===== config.mk =====
export PLATFORM = sky130hd
export DESIGN_NAME = msd_decoder
export DESIGN_NICKNAME = d
export VERILOG_FILES = /design/src/hw/msd_pkg.sv /design/src/hw/msd_info_if.sv /design/src/hw/msd_info_rom.sv /design/src/hw/msd_decoder.sv
export SDC_FILE = /design/constraint.sdc
export NUM_CORES = 1
export LEC_CHECK = 0
export BUFFER_PORTS_ARGS = -buffer_cell sky130_fd_sc_hd__buf_4
export CORE_AREA = 2 2 92 94
export DETAILED_ROUTE_END_ITERATION = 12
export DIE_AREA = 0 0 94 96
export SETUP_SLACK_MARGIN = 0.02
export SYNTH_ARGS = -nofsm -noshare
export SYNTH_HDL_FRONTEND = slang
export SYNTH_SLANG_ARGS = --single-unit

===== constraint.sdc =====
create_clock -name clock -period 2.2 [get_ports clock]
set_input_delay 0.11 -clock clock [delete_from_list [all_inputs] [get_ports clock]]
set_output_delay 0.11 -clock clock [all_outputs]
set_load 0.03 [all_outputs]

===== src/hw/msd_pkg.sv =====
// Constants and encodings for the memory space decoder.
// Assumes byte-wide register-file and program-memory spaces of the core.
package msd_pkg;
    localparam int          MSD_RF_AW       = 12;
    localparam int          MSD_PM_AW       = 16;
    localparam int          MSD_FL_AW       = 14;
    localparam int          MSD_RAM_AW      = 9;
    localparam int          MSD_CTL_AW      = 8;
    localparam int          MSD_INFO_AW     = 9;
    localparam int          MSD_ID_LEN      = 20;
    localparam logic [11:0] MSD_RAM_LAST    = 12'h1FF;
    localparam logic [11:0] MSD_CTL_BASE    = 12'hF00;
    localparam logic [15:0] MSD_OPT_BASE    = 16'h0000;
    localparam logic [15:0] MSD_RSTV_BASE   = 16'h0002;
    localparam logic [15:0] MSD_SYSX_BASE   = 16'h0004;
    localparam logic [15:0] MSD_IRQV_BASE   = 16'h0008;
    localparam logic [15:0] MSD_CODE_BASE   = 16'h0040;
    localparam logic [15:0] MSD_FLASH_LAST  = 16'h3FFF;
    localparam logic [15:0] MSD_INFO_BASE   = 16'hFE00;
    localparam logic [8:0]  MSD_ID_FIRST    = 9'h040;
    localparam logic [8:0]  MSD_ID_LAST     = 9'h05F;
    localparam logic [7:0]  MSD_UNIMPL_BYTE = 8'hFF;
    localparam logic [7:0]  MSD_GAP_BYTE    = 8'h00;
    localparam logic [7:0]  MSD_RSVD_BYTE   = 8'h00;
    localparam int          MSD_INFO_EN_BIT = 7;
    localparam logic [7:0]  MSD_RST_BYTE    = 8'h00;

    // Register-file regions, one-hot.
    typedef enum logic [2:0] {
        MSD_RF_RAM  = 3'b001,
        MSD_RF_CTL  = 3'b010,
        MSD_RF_NONE = 3'b100
    } msd_rf_region_t;

    // Source of program-memory read data, one-hot.
    typedef enum logic [2:0] {
        MSD_SRC_FLASH = 3'b001,
        MSD_SRC_ONES  = 3'b010,
        MSD_SRC_INFO  = 3'b100
    } msd_pm_src_t;

    // Program-memory areas, one-hot.
    typedef enum logic [5:0] {
        MSD_PA_OPT  = 6'b000001,
        MSD_PA_RSTV = 6'b000010,
        MSD_PA_SYSX = 6'b000100,
        MSD_PA_IRQV = 6'b001000,
        MSD_PA_CODE = 6'b010000,
        MSD_PA_NONE = 6'b100000
    } msd_pm_area_t;
endpackage


===== src/hw/msd_info_if.sv =====
// Read port between the decoder and its information-area store.
// Assumes a single clock shared by both ends.
`timescale 1ns/1ps
interface msd_info_if;
    logic       rd_en;
    logic [8:0] addr;
    logic [7:0] rdata;

    modport decoder (output rd_en, output addr, input rdata);
    modport store   (input rd_en, input addr, output rdata);
endinterface


===== src/hw/msd_info_rom.sv =====
// Read-only information area: identifier bytes, reserved bytes elsewhere.
// Assumes the decoder only asserts rd_en for overlaid reads.
`timescale 1ns/1ps
module msd_info_rom
    import msd_pkg::*;
#(
    // Arbitrary identifier value, left justified, first char in top byte.
    parameter logic [8*MSD_ID_LEN-1:0] PART_ID = "MSD-GENERIC-PART-01 "
)
(
    input  wire logic   clock,
    input  wire logic   rstn,
    msd_info_if.store   port
);
    logic [7:0] id_byte [MSD_ID_LEN];
    logic [7:0] next_rdata;

    // Unpack the identifier; trailing spaces become nulls as padding.
    genvar gi;
    generate
        for (gi = 0; gi < MSD_ID_LEN; gi++)
        begin : g_id
            assign id_byte[gi] =
                (PART_ID[8*(MSD_ID_LEN-gi)-1 -: 8] == 8'h20) ?
                8'h00 : PART_ID[8*(MSD_ID_LEN-gi)-1 -: 8];
        end
    endgenerate

    // Identifier window, null fill after it, reserved bytes elsewhere.
    always_comb
    begin
        next_rdata = MSD_RSVD_BYTE;
        if (port.addr >= MSD_ID_FIRST && port.addr <= MSD_ID_LAST)
        begin
            if (port.addr - MSD_ID_FIRST < 9'(MSD_ID_LEN))
                next_rdata = id_byte[5'(port.addr - MSD_ID_FIRST)];
            else
                next_rdata = 8'h00;
        end
    end

    // Registered read; there is no write path at all.
    always_ff @(posedge clock)
    begin
        if (!rstn)
            port.rdata <= MSD_RST_BYTE;
        else if (port.rd_en)
            port.rdata <= next_rdata;
    end
endmodule


===== src/hw/msd_decoder.sv =====
// Address decoder for the register-file and program-memory spaces.
// Assumes RAM, control page and flash answer one cycle after a strobe,
// and that the page-select register lives in the flash controller.
`timescale 1ns/1ps
module msd_decoder
    import msd_pkg::*;
(
    input  wire logic                  clock,
    input  wire logic                  rstn,
    // Register-file requests from the core.
    input  wire logic                  rf_req,
    input  wire logic                  rf_we,
    input  wire logic [MSD_RF_AW-1:0]  rf_addr,
    input  wire logic [7:0]            rf_wdata,
    output logic                       rf_rvalid,
    output logic [7:0]                 rf_rdata,
    output msd_rf_region_t             rf_region,

    // On-chip RAM port.
    output logic                       ram_en,
    output logic                       ram_we,
    output logic [MSD_RAM_AW-1:0]      ram_addr,
    output logic [7:0]                 ram_wdata,
    input  wire logic [7:0]            ram_rdata,

    // Control-register page port.
    output logic                       ctl_en,
    output logic                       ctl_we,
    output logic [MSD_CTL_AW-1:0]      ctl_addr,
    output logic [7:0]                 ctl_wdata,
    input  wire logic [7:0]            ctl_rdata,

    // Program-memory requests from the core or the debugger.
    input  wire logic                  pm_req,
    input  wire logic                  pm_we,
    input  wire logic                  pm_fetch,
    input  wire logic                  on_chip_debugger,
    input  wire logic [MSD_PM_AW-1:0]  pm_addr,
    input  wire logic [7:0]            pm_wdata,
    input  wire logic [7:0]            flash_page_sel,
    output logic                       pm_rvalid,
    output logic [7:0]                 pm_rdata,
    output msd_pm_area_t               pm_area,

    // Flash array port.
    output logic                       flash_en,
    output logic                       flash_we,
    output logic [MSD_FL_AW-1:0]       flash_addr,
    output logic [7:0]                 flash_wdata,
    input  wire logic [7:0]            flash_rdata,

    // Data-memory space select, never asserted.
    output logic                       dm_sel
);

    // The register-file space is twelve bits wide. RAM starts at
    // address zero and runs to the last implemented byte, the control
    // page fills the top 256 bytes, and everything between is a gap.
    // Every address lands in exactly one region, so at most one port
    // strobe is high for any request.

    // Reserved holes inside the control page are not filtered here.
    // The page decides what such an access does, so a new peripheral
    // needs no change in this block.

    // A gap write strobes nothing and so changes no state. A gap read
    // still answers on time with a fixed byte, because a core that
    // waits for its answer must never hang on a stray pointer.

    // The program space is sixteen bits wide, but only the low 16 KB
    // are backed by flash. Reads above the array answer all ones, as
    // an erased byte would. The flash address is only the low fourteen
    // bits of the request, so a write above the array must never be
    // strobed, or it would alias onto a real flash byte.

    // The first 64 bytes of flash hold the option bytes, the reset
    // vector, the system exception vectors and the interrupt vectors;
    // code follows. The area of each request is reported on pm_area.

    // With bit 7 of the page-select register set, the top 512 bytes of
    // the program space show the information area to data reads, from
    // constant loads and from the debugger alike. Fetches never see it,
    // so a fetch from the top of the map still answers all ones while software
    // reads the area. The area has no write path; a write aimed at it
    // is dropped like any other write above the array.

    // A read, counted in rising edges from the one that takes it:
    // before edge 0 the strobe of the selected port is already high;
    // at edge 0 the port registers its data and the source is noted;
    // at edge 1 that data is taken into the answer register;
    // at edge 2 rvalid is seen high for one cycle with the data.
    // Requests may come back to back and answer in order. A write
    // takes effect at edge 0 and produces no answer.

    // The core's data-memory space is unused here, so its select is
    // tied low rather than left undriven.

    // Classify a register-file address into exactly one region.
    function automatic msd_rf_region_t rf_decode(
        input logic [MSD_RF_AW-1:0] a
    );
        msd_rf_region_t r;
        r = MSD_RF_NONE;
        if (a >= MSD_CTL_BASE)
            r = MSD_RF_CTL;
        else if (a <= MSD_RAM_LAST)
            r = MSD_RF_RAM;
        return r;
    endfunction

    // Areas are tested from the top down, so each test needs only a
    // lower bound and the first match wins.

    // Classify a program-memory address into its fixed area.
    function automatic msd_pm_area_t pm_decode(
        input logic [MSD_PM_AW-1:0] a
    );
        msd_pm_area_t r;
        r = MSD_PA_NONE;
        if (a > MSD_FLASH_LAST)
            r = MSD_PA_NONE;
        else if (a >= MSD_CODE_BASE)
            r = MSD_PA_CODE;
        else if (a >= MSD_IRQV_BASE)
            r = MSD_PA_IRQV;
        else if (a >= MSD_SYSX_BASE)
            r = MSD_PA_SYSX;
        else if (a >= MSD_RSTV_BASE)
            r = MSD_PA_RSTV;
        else if (a >= MSD_OPT_BASE)
            r = MSD_PA_OPT;
        return r;
    endfunction

    // Used by both the strobe and the source logic, which must agree.

    // True when the address is backed by the flash array.
    function automatic logic pm_in_flash(
        input logic [MSD_PM_AW-1:0] a
    );
        return a <= MSD_FLASH_LAST;
    endfunction

    msd_info_if info ();

    msd_rf_region_t rf_sel;
    msd_pm_area_t   pm_sel_area;
    msd_pm_src_t    next_pm_src;
    msd_rf_region_t rf_rd_region;
    msd_pm_src_t    pm_src;
    logic           rf_rd_pend;
    logic           pm_rd_pend;
    logic           info_en;
    logic           info_hit;
    logic           rf_read;
    logic           pm_read;

    // Decode the current requests.
    assign rf_sel      = rf_decode(rf_addr);
    assign pm_sel_area = pm_decode(pm_addr);
    assign rf_read     = rf_req && !rf_we;
    assign pm_read     = pm_req && !pm_we;

    // The overlay enable is taken straight from the page-select register.
    assign info_en  = flash_page_sel[MSD_INFO_EN_BIT];
    assign info_hit = info_en && (pm_addr >= MSD_INFO_BASE);

    // The data-memory space has nothing behind it on this device.
    assign dm_sel = 1'b0;

    // The port strobes are decoded straight from the request, with no
    // register, so that RAM and control registers see the access in the
    // same cycle as the core issues it.

    // RAM strobes: only RAM-region accesses reach the array.
    // A write is issued only for a destination operand.
    always_comb
    begin
        ram_en    = rf_req && (rf_sel == MSD_RF_RAM);
        ram_we    = ram_en && rf_we;
        ram_addr  = rf_addr[MSD_RAM_AW-1:0];
        ram_wdata = rf_wdata;
    end

    // Control-page strobes. Reserved control addresses are passed on
    // unchanged; their read data is whatever the page returns.
    always_comb
    begin
        ctl_en    = rf_req && (rf_sel == MSD_RF_CTL);
        ctl_we    = ctl_en && rf_we;
        ctl_addr  = rf_addr[MSD_CTL_AW-1:0];
        ctl_wdata = rf_wdata;
    end

    // A data read of the overlaid range must not strobe the flash,
    // even though the range lies above the array today; a larger
    // array would otherwise answer on both paths at once.

    // Flash strobes. Writes outside the array never leave the decoder,
    // and writes into the overlaid range reach no store of the info area.
    always_comb
    begin
        flash_en    = pm_req && pm_in_flash(pm_addr) &&
                      !(pm_read && !pm_fetch && info_hit);
        flash_we    = flash_en && pm_we;
        flash_addr  = pm_addr[MSD_FL_AW-1:0];
        flash_wdata = pm_wdata;
    end

    // Information-area read port: data reads only, never fetches.
    always_comb
    begin
        info.rd_en = pm_read && !pm_fetch && info_hit;
        info.addr  = pm_addr[MSD_INFO_AW-1:0];
    end

    // The source is chosen in the request cycle and carried with the
    // read, because the address has moved on when the data is taken.

    // Choose where program read data will come from.
    // Fetches ignore the overlay so code keeps running from flash.
    always_comb
    begin
        next_pm_src = MSD_SRC_ONES;
        if (info_hit && !pm_fetch)
            next_pm_src = MSD_SRC_INFO;
        else if (pm_in_flash(pm_addr))
            next_pm_src = MSD_SRC_FLASH;
        if (info_hit && !pm_fetch && on_chip_debugger)
            next_pm_src = MSD_SRC_INFO;
    end

    // The store registers its byte only when a data read hits the
    // overlay, so the byte stays put while fetches and flash reads
    // pass through the same addresses.

    // Information-area store with registered read data.
    msd_info_rom u_info (
        .clock (clock),
        .rstn  (rstn),
        .port  (info.store)
    );

    // The read path of each space is two register stages deep. The
    // first stage follows the ports, which answer one cycle after the
    // strobe; the second gives the core a registered answer with no
    // path from the port data straight to its inputs. Both stages run
    // every cycle, so back-to-back reads need no hold-off.

    // First stage of a register-file read: remember the region.
    always_ff @(posedge clock)
    begin
        if (!rstn)
        begin
            rf_rd_pend   <= 1'b0;
            rf_rd_region <= MSD_RF_NONE;
        end
        else
        begin
            rf_rd_pend   <= rf_read;
            rf_rd_region <= rf_sel;
        end
    end

    // Second stage: register the data of the region that answered.
    // The gap returns a fixed byte so the bus never floats, although
    // software may not rely on its value.
    always_ff @(posedge clock)
    begin
        if (!rstn)
        begin
            rf_rvalid <= 1'b0;
            rf_rdata  <= MSD_RST_BYTE;
            rf_region <= MSD_RF_NONE;
        end
        else
        begin
            rf_rvalid <= rf_rd_pend;
            if (rf_rd_pend)
            begin
                rf_region <= rf_rd_region;
                case (rf_rd_region)
                    MSD_RF_RAM:  rf_rdata <= ram_rdata;
                    MSD_RF_CTL:  rf_rdata <= ctl_rdata;
                    MSD_RF_NONE: rf_rdata <= MSD_GAP_BYTE;
                    default:     rf_rdata <= MSD_GAP_BYTE;
                endcase
            end
        end
    end

    // The program read path mirrors the register-file one. Its source
    // register is loaded on every cycle; only the pending flag says
    // whether the source belongs to a read.

    // First stage of a program read: remember the source.
    // The area is tracked for every request, writes included.
    always_ff @(posedge clock)
    begin
        if (!rstn)
        begin
            pm_rd_pend <= 1'b0;
            pm_src     <= MSD_SRC_ONES;
        end
        else
        begin
            pm_rd_pend <= pm_read;
            pm_src     <= next_pm_src;
        end
    end

    // The area is reported for writes as well, so that protection
    // logic outside can refuse a write to the option bytes or vectors.

    // Area of the latest program request, held between requests.
    always_ff @(posedge clock)
    begin
        if (!rstn)
            pm_area <= MSD_PA_NONE;
        else if (pm_req)
            pm_area <= pm_sel_area;
    end

    // Second stage: register the selected program read data.
    always_ff @(posedge clock)
    begin
        if (!rstn)
        begin
            pm_rvalid <= 1'b0;
            pm_rdata  <= MSD_RST_BYTE;
        end
        else
        begin
            pm_rvalid <= pm_rd_pend;
            if (pm_rd_pend)
            begin
                case (pm_src)
                    MSD_SRC_FLASH: pm_rdata <= flash_rdata;
                    MSD_SRC_INFO:  pm_rdata <= info.rdata;
                    MSD_SRC_ONES:  pm_rdata <= MSD_UNIMPL_BYTE;
                    default:       pm_rdata <= MSD_UNIMPL_BYTE;
                endcase
            end
        end
    end
endmodule


# == Word level (Yosys, flattened, before mapping) ==
# Memories as Yosys holds them, arrays and structs flattened.
# Index checks and enable logic that the tools add are counted.
# totals
memories,1
ramBits,0
romBits,256
register_bits,43
latch_bits,0
inputBits,84
elab_cells,73
# mem_list
name,words,width,rd,rd_clocked_by_memory_dff,write_ports,line_no,text
(name not given),32,8,1,0,0,msd_info_rom.sv:36,next_rdata = id_byte[5'(port.addr - MSD_ID_FIRST)];
# classes
bitwise_logic,2
shift,0
n_mul,0
muxes,17
n_eq_ne,6
addsub,1
order_cmp,14
div,0
reduce_logical,20
# op_table
op,count
6-bit 2-to-1 mux,6
8-bit 2-to-1 mux,4
8-bit one-hot mux with 2 select lines,2
"16-bit by 1-bit greater-or-equal comparator with 1-bit output, second input constant",1
"16-bit greater-or-equal comparator, second input constant",1
"16-bit by 2-bit greater-or-equal comparator with 1-bit output, second input constant",1
"16-bit by 3-bit greater-or-equal comparator with 1-bit output, second input constant",1
"16-bit by 4-bit greater-or-equal comparator with 1-bit output, second input constant",1
"16-bit by 7-bit greater-or-equal comparator with 1-bit output, second input constant",1
"16-bit by 14-bit > comparator with 1-bit output, second input constant",1
"16-bit by 14-bit less-or-equal comparator with 1-bit output, second input constant",1
1-bit logical AND,15
"12-bit greater-or-equal comparator, second input constant",1
"12-bit by 9-bit less-or-equal comparator with 1-bit output, second input constant",1
3-bit 2-to-1 mux,4
"3-bit by 1-bit == test with 1-bit output, second input constant",3
"9-bit by 7-bit greater-or-equal comparator with 1-bit output, second input constant",1
"9-bit by 7-bit less-or-equal comparator with 1-bit output, second input constant",1
"9-bit by 5-bit < comparator with 1-bit output, second input constant",1
"9-bit by 7-bit subtractor with 9-bit output, second input constant",1
"3-bit by 2-bit == test with 1-bit output, second input constant",2
"6-bit greater-or-equal comparator, second input constant",1
5-bit NOT with 6-bit output,1
1-bit logical NOT,4
other kinds (4),4

# == Logic depth before layout (Yosys ltp) ==
# Gate-level depths: netlist (run 1).
# logic_depth
ltp_word,7
ltp_mapped,7
mapped_depth_nobuf,6

# == Cells and area by module ==
# Synthesis (run 1) repeated with hierarchy kept, for this count alone.
# unflattened
hier_cells,297
area_unflattened_um2,2587.5
# modules_own_cells
mod,instances,seq_area_each_um2,area_each_um2,cells_per_inst
msd_decoder,1,700.7,1965.6,220
msd_info_rom,1,140.1,621.8,77

# == Worst setup path after synthesis (run 1) ==
# No wires, ideal clock.
# synth_timing
path_kind,input to register
start,in pm_addr[7]
end,reg pm_area[0]
stages,6
required_time_ps,2140
arrival_ps,1413
setup_time_ps,60
path_buffers,0
slack_ps,727
cell_sequence,inv_1 -> ha_1 -> or4b_1 -> a311oi_2 -> and4_1 -> a22o_1
# synth_via
elab_chain_cells,7
elab_cells_between_ends,12
classes_between,order compare (6); mux (6)
# synth_lines
item,line_no,text
"start, declared",msd_decoder.sv:38,"input wire logic [MSD_PM_AW-1:0] pm_addr,"
16-bit by 1-bit greater-or-equal comparator with 1-bit output,msd_decoder.sv:130,else if (a >= MSD_OPT_BASE)
6-bit 2-to-1 mux,msd_decoder.sv:130,
6-bit 2-to-1 mux,msd_decoder.sv:128,else if (a >= MSD_RSTV_BASE)
6-bit 2-to-1 mux,msd_decoder.sv:126,else if (a >= MSD_SYSX_BASE)
6-bit 2-to-1 mux,msd_decoder.sv:124,else if (a >= MSD_IRQV_BASE)
6-bit 2-to-1 mux,msd_decoder.sv:122,else if (a >= MSD_CODE_BASE)
6-bit 2-to-1 mux *,msd_decoder.sv:120,if (a > MSD_FLASH_LAST)
"end signal, assigned",msd_decoder.sv:321,pm_area <= pm_sel_area;
"end, declared",msd_decoder.sv:43,"output msd_pm_area_t pm_area,"
# Mark *: on every way between the ends. The rest lies on a longest branch, timed or not.
# A chain may end at the register's enable or synchronous reset.

# == Worst setup path in the final report (run 1) ==
# layout_timing
start,in pm_we
end,reg u_info.port.rdata[3]
# layout_via
elab_chain_cells,4
# layout_lines
item,line_no,text
"start, declared",msd_decoder.sv:35,"input wire logic pm_we,"
1-bit logical NOT,msd_decoder.sv:162,assign pm_read = pm_req && !pm_we;
1-bit logical AND,msd_decoder.sv:162,
1-bit logical AND (2 in series),msd_decoder.sv:213,info.rd_en = pm_read && !pm_fetch && info_hit;
"end signal, assigned",msd_info_rom.sv:48,port.rdata <= next_rdata;
"end, declared",msd_info_if.sv:10,"modport store (input rd_en, input addr, output rdata);"
# No other way between the ends.

==> summary.md, run 1 <==
| Metric | Value |
|---|---|
| Layout cells sized above 1 | around a third |
| Final Core Density | 36.8% |
| Post-CTS Setup Inserts | 0 |
| Most common cell after layout, fill and taps aside | buf_4 |
| Worst-Skew Late Latency | ~300 ps |
| Slew @ Worst Pin | 569 ps |
| GP Congestion | around 0.74 |
| Reg2Reg Depth | 2 |
| WL/cell | ~14 um |
| Syn. warnings | 0 |
| CTS tree | done |
| Most frequent cell on the critical path | buf_4 |
| Max IR drop VDD | 0.228 mV |
| PortBufs | about 100 |
| Cell variety after synth | 47 |
| P_leak | around 0.0013 uW |
| Multiplexer share of the synthesized area | 0.816% |
| Most frequent cells in the layout | buf_4 (100), dfxtp_1 (42), o22ai_1 (18), and2_1 (17), inv_1 (16) |
| Placement row count | 33 |
| F_max | ~0.7 GHz |
| Area Overhead vs Synth | 20.8% |
| Number of antenna diodes | 0 |
| GRT Residual Overflow | 0 |
| Adder-Cell Fraction of Synth Area | slightly below 4% |
| Max capacitance violation total | 0 |
| DRC Markers | 0 |
| Initial drt markers | between 50 and 60 |
| Clock tree buffer depth | 2 |
| Crit path max-delay cell type | dlygate4sd3_1 |
| Seq cells post-synth | 42 |
| Die Height | about 96 um |
| Critical Path RT | 2390 ps |
| Area of the mapped netlist | about 2500 um2 |
| Via count | between 2,000 and 2,500 |
| Final setup fails | 0 |
| Power Density | 568 nW/um2 |
| Status | complete, no violations |
| Pin count of the biggest net entering global routing | 35 |
| Num CTS Buffers | 5 |
| Initial antenna violation count | 0 |
| Net Count, Synth | between 300 and 400 |
| Post-synthesis sequential area ratio | between 30% and 40% |
| Hpwl dp | 4580 um |
| Cells after Synth | between 200 and 300 |
| Class of the worst hold path | input port to flop |
| Crit path time final | around 1400 ps |
| XOR/XNOR share of the synthesized area | 0% |
| # IOs | roughly 170 |
| Largest family of logic cells by synthesized area | buffers and inverters |
| Worst Skew | 8.05 ps |
| Syn_area_per_cell | between 8 and 9 um2 |
| Worst setup EP type | flop |
| Final hold vios | 0 |
| Hold Path Stages | 2 |
| DRT Pass-1 Iters | 4 |
| Vias in the first global route | about 1,900 |
| Root buffer cell | clkbuf_8 |
| CP arrival | around 1600 ps |
| Crit-path max FO | 13 |
| Synth Area in Compound Gates | about 17% |
| Startpoint types | input port |
| H-tree depth | 2 |
| Async SR Flop Fraction | 0% |
| Layout Nets | ~420 |
| Rel. slew slack | ~62% |
| Final WL | 5940 um |
| Via-to-Cell Ratio | between 4 and 5 |
| Global-route usage over all layers | 13.0% |
| Number of routed nets with antenna violations | 0 |
| CP cell instances | dlygate4sd3_1, buf_4, nand4b_1, nor4_1, buf_4, nor2_1, a41o_1 |
| Final cycle utilization of the critical path | between 60% and 70% |
| Starting Density | a little under a third |
| Synth Area in Simple Gates | slightly above 20% |
| Global-route wire length before repair | a little over 9000 um |
| Primary FF master, synth | dfxtp_1 |
| Multi-input logic area | 1040 um2 |
| CP max stage delay | roughly 540 ps |
| Clock tree sinks | 42 |
| FF+latch area | 841 um2 |
| Full die area | between 9000 and 10,000 um2 |
| Setup TNS Final | 0 ps |
| FILL cells | approximately 860 |
| CTS clk-pin slew, worst paths | ~80 ps |
| Fin. max-slew vios | 0 |
| Floorplan core area | 8050 um2 |
| Setup CP Type | input port to flop |
| Unrepaired setup endpoints after global routing | false |
| Flop-to-flop setup slack | approximately 900 ps |
| Post-synth EDFFs | 0 |
| Die extent in x | ~94 um |
-- power breakdown --
part	internal (uW)	switching, uW	leakage (uW)
registers	775	10.4	0.000341
clock network	363	254	0.0000573
logic	129	154	0.000884
-- synth_stat cells (3+ instances only) --
master	n	area, um2
buf_4	57	428
dfxtp_1	42	841
o22ai_1	18	113
and2_1	17	106
inv_1	16	60.1
a21oi_1	13	65.1
nand2b_1	13	81.3
clkbuf_1	11	41.3
o21ai_0	11	55.1
nand2_1	9	33.8
a22oi_1	8	60.1
nor2_1	8	30.0
ha_1	7	87.6
nor2b_1	5	31.3
nand4_1	4	25.0
o21ai_1	4	20.0
and3_1	3	18.8
nand3b_1	3	22.5
nor3_1	3	15.0
-- final timing paths --
kind	start	end
setup / recovery	pm_we	u_info.port.rdata[3]$_SDFFE_PN0P_
setup reg to reg	pm_rd_pend$_SDFF_PN0_	pm_rdata[6]$_SDFFE_PN0P_
hold / removal	pm_addr[15]	pm_src[0]$_SDFF_PP0_
hold reg to reg	u_info.port.rdata[2]$_SDFFE_PN0P_	u_info.port.rdata[2]$_SDFFE_PN0P_
-- state kept, by name, summed over array words and instances (netlist names) --
register,count
rf_rd_region,3
pm_src,3
rf_region,3
pm_rdata,8
rf_rd_pend,1
pm_area,6
pm_rd_pend,1
rf_rdata,8
rf_rvalid,1
u_info.port.rdata,7
pm_rvalid,1
-- per-stage QoR --
| stage | total power, uW | setup WS, ps | hold slack, ps | cell area, um2 | cells |
|---|---|---|---|---|---|
| 6_report | 1680 | 754 | 26.4 | 2960 | 432 |
| 5_1_grt | 1760 | 633 | 18.3 | 2960 | 432 |
| 4_1_cts | 1710 | 749 | 14.9 | 2960 | 432 |
| 3_5_place_dp | 1080 | 462 | 220 | 2830 | 423 |
| 3_3_place_gp | 1080 | 536 | 220 | 2830 | 423 |
| 2_1_floorplan | 1100 | 727 | 186 | 2450 | 290 |
-- worst max-delay path, delay by kind of cell --
kind,cells,cell delay (ps)
AND/OR/NAND/NOR,3,420
AO/OA/AOI/OAI,1,200
buffers and inverters,3,910
-- routing by layer --
| layer | vias up | GRT usage [%] | routed length (um) |
|---|---|---|---|
| met3 | 11 | 3.60 | 486 |
| met2 | 88 | 22.8 | 2870 |
| li1 | 1011 | - | - |
| met4 | 0 | 4.71 | 85 |
| met5 | - | 0 | 0 |
| met1 | 926 | 15.2 | 2500 |
-- kinds of logic after synthesis --
group / count (synthesis)
adders and majority gates: 8
muxes: 2
AOI/OAI and AO/OA: 66
and+or+nand+nor: 81
buffers and inverters: 90
other: 1
DFF: 42
-- timing repair --
action,in CTS,in global routing
hold buffers,2,0
resized for setup,0,0
endpoints found under the hold margin,2,0
-- cell type report --
cell class / count / share of cell area (%)
inverters: 18 / 2.28
clock buffers: 6 / 2.79
flip-flops and latches: 42 / 28.4
well taps: 105 / 4.43
repair buffers: 102 / 26.0
multi-input cells: 158 / 35.1
clock inverters: 1 / 1.01
Power figures use the tool's default switching activity.
==> run 2, diff against run 1 <==
Clock period 2.2 ns to 1.4 ns, I/O delays scaled along.
==> summary.md, run 2 (synthesis results as in run 1) <==
| Metric | Value |
|---|---|
| Status | complete, no violations |
| Power Density | roughly 800 nW/um2 |
| Layout cells sized above 1 | around two fifths |
| Hpwl dp | between 4000 and 5000 um |
| Layout Nets | ~440 |
| Via count | just over 2,000 |
| Worst path buffer plus inverter count | 2 |
| Crit path max-delay cell type | or4b_4 |
| Number of antenna diodes | 0 |
| Final hold vios | 0 |
| Root buffer cell | clkbuf_8 |
| GP Congestion | between 0.7 and 0.8 |
| # IOs | roughly 170 |
| Initial antenna violation count | 0 |
| DRT Pass-1 Iters | 4 |
| Die extent in x | about 94 um |
| H-tree depth | 2 |
| Global-route wire length before repair | 9730 um |
| Flop-to-flop setup slack | between 200 and 250 ps |
| Setup TNS Final | 0 ps |
| Global-route usage over all layers | a little over an eighth |
| Final setup fails | 0 |
| Worst hold slack | around 43 ps |
| Full die area | ~9000 um2 |
| Area Overhead vs Synth | 28.2% |
| Worst Setup EP | pm_area[1]$_SDFFE_PN0P_ |
| Top Registers | pm_rdata x8, rf_rdata x8, u_info.port.rdata x7 |
| Reg2Reg Depth | 4 |
| DRC Markers | 0 |
| Class of the worst hold path | input port to flop |
| Unrepaired setup endpoints after global routing | false |
| R2r startpoint | rf_rd_region[1]$_SDFF_PN0_ |
| Final cycle utilization of the critical path | a little over nine tenths |
| Multi-input logic area | ~1100 um2 |
| Max IR drop VDD | 0.306 mV |
| Startpoint types | input port |
| Clock tree sinks | 42 |
| Pin count of the biggest net entering global routing | 24 |
| Crit path setup slack, layout | between 80 and 90 ps |
| CTS tree | done |
| PortBufs | about 100 |
| Final WL | between 6000 and 7000 um |
| Clock tree buffer depth | 2 |
| F_max | between 0.7 and 0.8 GHz |
| RR Endpoint | rf_rdata[7]$_SDFFE_PN0P_ |
| Number of routed nets with antenna violations | 0 |
| Num CTS Buffers | 5 |
| CP cell instances | buf_4, inv_4, ha_4, or4b_4, a311oi_4, and4_1, a22o_1 |
| CP max stage delay | ~460 ps |
| FF+latch area | ~840 um2 |
| Most frequent cells in the layout | buf_4 (119), dfxtp_1 (42), o22ai_1 (18), and2_1 (17), inv_1 (14) |
| Crit-path max FO | 4 |
| CTS clk-pin slew, worst paths | ~70 ps |
| Worst setup EP type | flop |
| WL/cell | approximately 13 um |
| Most common cell after layout, fill and taps aside | buf_4 |
| Setup WS pre-CTS | -217 ps |
| Setup CP Type | input port to flop |
| Crit path time final | approximately 1300 ps |
| Via-to-Cell Ratio | roughly 4.6 |
| Floorplan core area | between 8000 and 9000 um2 |
| Initial drt markers | 21 |
| FILL cells | 836 |
| Top delay family on crit path | simple AND/OR/NAND/NOR gates |
| GRT Residual Overflow | 0 |
| WP depth | 7 |
| Fin. max-slew vios | 0 |
| Worst-Skew Late Latency | ~290 ps |
| Critical Path RT | approximately 1600 ps |
| Placement row count | 33 |
| Worst Skew | around 6.6 ps |
| Die Height | about 96 um |
| Crit path from | pm_addr[7] |
| P_leak | between 0.001 and 0.0015 uW |
| Max capacitance violation total | 0 |
| Starting Density | 30.5% |
| Vias in the first global route | a little over 2,000 |
| CP arrival | between 1500 and 2000 ps |
run 2: worst min-delay path, delay by kind of cell:
kind | cells | cell delay, ps
AND/OR/NAND/NOR | 2 | 110
buffers and inverters | 1 | 110
run 2: worst min path at each step:
stage,start,endpoint,slack (ps),depth (start not counted)
after floorplan,pm_we,pm_rd_pend$_SDFF_PN0_,150,1
after global placement,pm_wdata[5],flash_wdata[5],140,0
after detailed placement,pm_wdata[5],flash_wdata[5],140,0
after CTS,pm_addr[14],pm_src[1]$_SDFF_PN1_,40,3
after global routing,rstn,pm_area[5]$_SDFFE_PN1P_,60,2
final,pm_addr[14],pm_src[1]$_SDFF_PN1_,40,3
run 2: stage by stage:
step | instance area (um2) | util, % | instances | power, uW
final | 3150 | 39.1 | 454 | 2520
after global routing | 3150 | 39.1 | 454 | 2630
after CTS | 3100 | 38.5 | 453 | 2550
after detailed placement | 2970 | 36.8 | 441 | 1740
after global placement | 2970 | 36.8 | 441 | 1730
after floorplan | 2450 | - | 290 | 1730
run 2: power breakdown:
group / switching, uW / leakage, uW / internal (uW)
sequential: 12.8 / 0.000341 / 1220
clock: 391 / 0.0000482 / 398
combinational: 257 / 0.000990 / 240
total: 661 / 0.00138 / 1850
run 2: timing repair:
item,4_1_cts,5_1_grt
endpoints found under the hold margin,3,0
hold buffers,4,0
buffers inserted,0,1
setup endpoints to repair,0,11
resized for setup,0,10
run 2: metal layers:
metal	vias to the layer above	global-route usage [%]	wire length (um)
met5	-	0	0
met4	0	4.83	106
met3	15	3.76	429
met2	70	23.3	2880
met1	930	16.2	2670
li1	1057	-	-
run 2: final cells by class:
class                   instances  area share (%)
well taps                     105            4.18
multi-input cells             158            34.3
clock inverters                 1           0.159
repair buffers                123            29.7
flip-flops and latches         42            26.7
inverters                      18            2.23
clock buffers                   7            2.74
==> run 3, diff against run 2 <==
Settings changed: ABC_AREA from default to 1, CORE_AREA 2 2 92 94 to 2 2 96 98, DIE_AREA 0 0 94 96 to 0 0 98 100.
==> summary.md, run 3 <==
| Metric | Value |
|---|---|
| CTS clk-pin slew, worst paths | ~70 ps |
| Area of the mapped netlist | between 2000 and 3000 um2 |
| GP Congestion | 0.823 |
| Clock tree sinks | between 40 and 50 |
| DRT Pass-1 Iters | 4 |
| CP cell instances | dlygate4sd3_1, buf_4, nor2_4, nand4_4, nor2_4, nand3_1, a21oi_1 |
| Initial antenna violation count | 0 |
| Net Count, Synth | 476 |
| Synth Area in Compound Gates | 12.7% |
| Root buffer cell | clkbuf_8 |
| WL/cell | ~11 um |
| GRT Residual Overflow | 0 |
| Post_cts resized | 0 |
| Worst Skew | between 2 and 3 ps |
| Logic pwr share | 22.5% |
| Via-to-Cell Ratio | roughly 4.4 |
| Layout cells sized above 1 | between 20% and 30% |
| Num CTS Buffers | 5 |
| Final WL | about 6000 um |
| Power Density | just under 800 nW/um2 |
| Floorplan core area | between 8000 and 9000 um2 |
| XOR/XNOR share of the synthesized area | 0% |
| Synth Area in Simple Gates | 26.2% |
| Number of routed nets with antenna violations | 0 |
| Worst setup EP type | flop |
| PortBufs | 99 |
| Met1 Use GR | between 15 and 20% |
| Routing usage on met2 | roughly a fifth |
| Top Registers | pm_rdata x8, rf_rdata x8, u_info.port.rdata x7 |
| Setup WS pre-CTS | roughly 130 ps |
| Design area | 3190 um2 |
| Internal power | 1810 uW |
| Max IR drop VDD | a little under 0.3 mV |
| DRC Markers | 0 |
| Status | complete, no violations |
| F_max | 0.778 GHz |
| Most common cell after layout, fill and taps aside | buf_4 |
| Primary FF master, synth | dfxtp_1 |
| Max capacitance violation total | 0 |
| Synth cell count leaders | nand2_1 (64), buf_4 (57), inv_1 (53), nor2_1 (45), dfxtp_1 (42) |
| Layout Nets | ~520 |
| Placed Area | 3090 um2 |
| Unrepaired setup endpoints after global routing | false |
| Clock tree buffer depth | 2 |
| Reg power frac | 49.8% |
| Setup TNS Final | 0 ps |
| Global-route wire length before repair | 10,200 um |
| Area Overhead vs Synth | 20.9% |
| Crit-path max FO | 8 |
| Startpoint types | input port |
| CP arrival | around 1500 ps |
| Fin. max-slew vios | 0 |
| Final setup fails | 0 |
| Crit path max-delay cell type | dlygate4sd3_1 |
| Crit path setup slack, layout | ~120 ps |
| Seq cells post-synth | 42 |
| Vias in the first global route | about 2,200 |
| Setup CP Type | input port to flop |
| Placement row count | 35 |
| Met3 GRT Util | approximately 3.3% |
| Net switching power | between 700 and 800 uW |
| Critical Path RT | between 1500 and 2000 ps |
| Post-synth top area share | about a third |
| Synth area leaders | dfxtp_1 (32%), buf_4 (16%), nand2_1 (9.1%), inv_1 (7.5%), nor2_1 (6.4%) |
| Final cycle utilization of the critical path | about nine tenths |
| Worst-Skew Late Latency | ~280 ps |
| Largest area contributor in the netlist | dfxtp_1 |
| Pin count of the biggest net entering global routing | 24 |
| Adder-Cell Fraction of Synth Area | approximately 3.3% |
| Post-synth EDFFs | 0 |
| FILL cells | between 900 and 1,000 |
| Full die area | between 9000 and 10,000 um2 |
| Hpwl dp | roughly 4900 um |
| Layer carrying the most global-route usage | met2 |
| Clock power share | 27.8% |
| Most frequent cell on the critical path | nor2_4 |
| Initial drt markers | 104 |
| Cell variety after synth | 24 |
| Largest family of logic cells by synthesized area | simple AND/OR/NAND/NOR gates |
| Multiplexer share of the synthesized area | 0% |
| Starting Density | about 30% |
| CP max stage delay | ~530 ps |
| Crit path time final | 1280 ps |
| P_leak | 0.00161 uW |
| Top delay family on crit path | buffers and inverters |
| CTS tree | done |
| Most numerous cell in the Yosys netlist | nand2_1 |
| Die Height | 100 um |
| Post-synthesis sequential area ratio | between 30% and 40% |
| Via count | between 2,000 and 2,500 |
| Cells after Synth | just under 400 |
| H-tree depth | 2 |
| # IOs | roughly 170 |
| Net Sw Frac | ~28% |
| Most frequent cells in the layout | buf_4 (104), nand2_1 (64), inv_1 (53), nor2_1 (45), dfxtp_1 (42) |
| Syn_area_per_cell | between 6 and 7 um2 |
| Die extent in x | 98 um |
| Async SR Flop Fraction | 0% |
| Number of antenna diodes | 0 |
| Overall Power | about 2500 uW |
| Class of the worst hold path | input port to flop |
| Syn. warnings | 0 |
| Global-route usage over all layers | 12.4% |
| Final hold vios | 0 |
| Worst path buffer plus inverter count | 2 |
==> run 3: metal layers <==
metal	vias up	part of all wire [%]	wire (um)
li1	1267	-	-
met1	1055	46	2840
met2	84	45	2770
met3	8	7.5	462
met4	0	0.74	45
met5	-	0	0
==> run 3: worst paths after layout <==
| check | from | to | slack [ps] | depth (start not counted) |
|---|---|---|---|---|
| worst max-delay path | pm_we | u_info.port.rdata[6]$_SDFFE_PN0P_ | 120 | 7 |
| worst min-delay path | flash_rdata[4] | pm_rdata[4]$_SDFFE_PN0P_ | 80 | 3 |
| worst max register to register | pm_src[2]$_SDFF_PN0_ | pm_rdata[7]$_SDFFE_PN0P_ | 170 | 7 |
| worst min register to register | rf_rd_region[0]$_SDFF_PN0_ | rf_region[0]$_SDFFE_PN0P_ | 470 | 2 |
==> run 3: power by group through the flow <==
stage / Clock, uW / Sequential [uW] / Combinational (uW)
global route: 782 / 1260 / 625
detailed placement: 0 / 1280 / 566
finish: 701 / 1260 / 568
CTS: 727 / 1260 / 572
floorplan: 0 / 1340 / 491
global placement: 0 / 1280 / 565
==> run 3: area by class of cell <==
class / instances / area, um2 / area share [%]
multi-input cells: 220 / 1120 / 35.0
flip-flops and latches: 42 / 841 / 26.4
repair buffers: 106 / 801 / 25.1
inverters: 57 / 214 / 6.71
well taps: 111 / 139 / 4.36
clock buffers: 7 / 76.3 / 2.39
==> run 3: kinds of logic (layout without fill, tap and decap cells) <==
family                   count (synthesis)  after routing
other                                    1              1
buffers and inverters                  123            170
flip-flops                              42             42
adder cells (fa/ha/maj)                  7              7
AO/OA/AOI/OAI                           57             57
AND/OR/NAND/NOR                        155            155
==> run 3: metrics by stage <==
step,util [%],hold slack [ps],instances
CTS,35.8,70.3,543
detailed placement,34.8,140,534
floorplan,-,149,385
finish,35.8,77.7,543
global placement,34.8,140,534
global route,35.8,72.7,543
==> run 3: worst register-to-register path, stage by stage (launching register included) <==
cell and delay [ps]:
dfxtp_1 510, nand3_1 120, nand2_1 80, nand2_1 60
inv_2 130, o21ai_0 100, o211ai_1 90, inv_1 50
==> run 3: what timing repair did <==
item                                   CTS  global route
buffers inserted                         0             0
hold buffers                             2             0
endpoints found under the hold margin    2             0
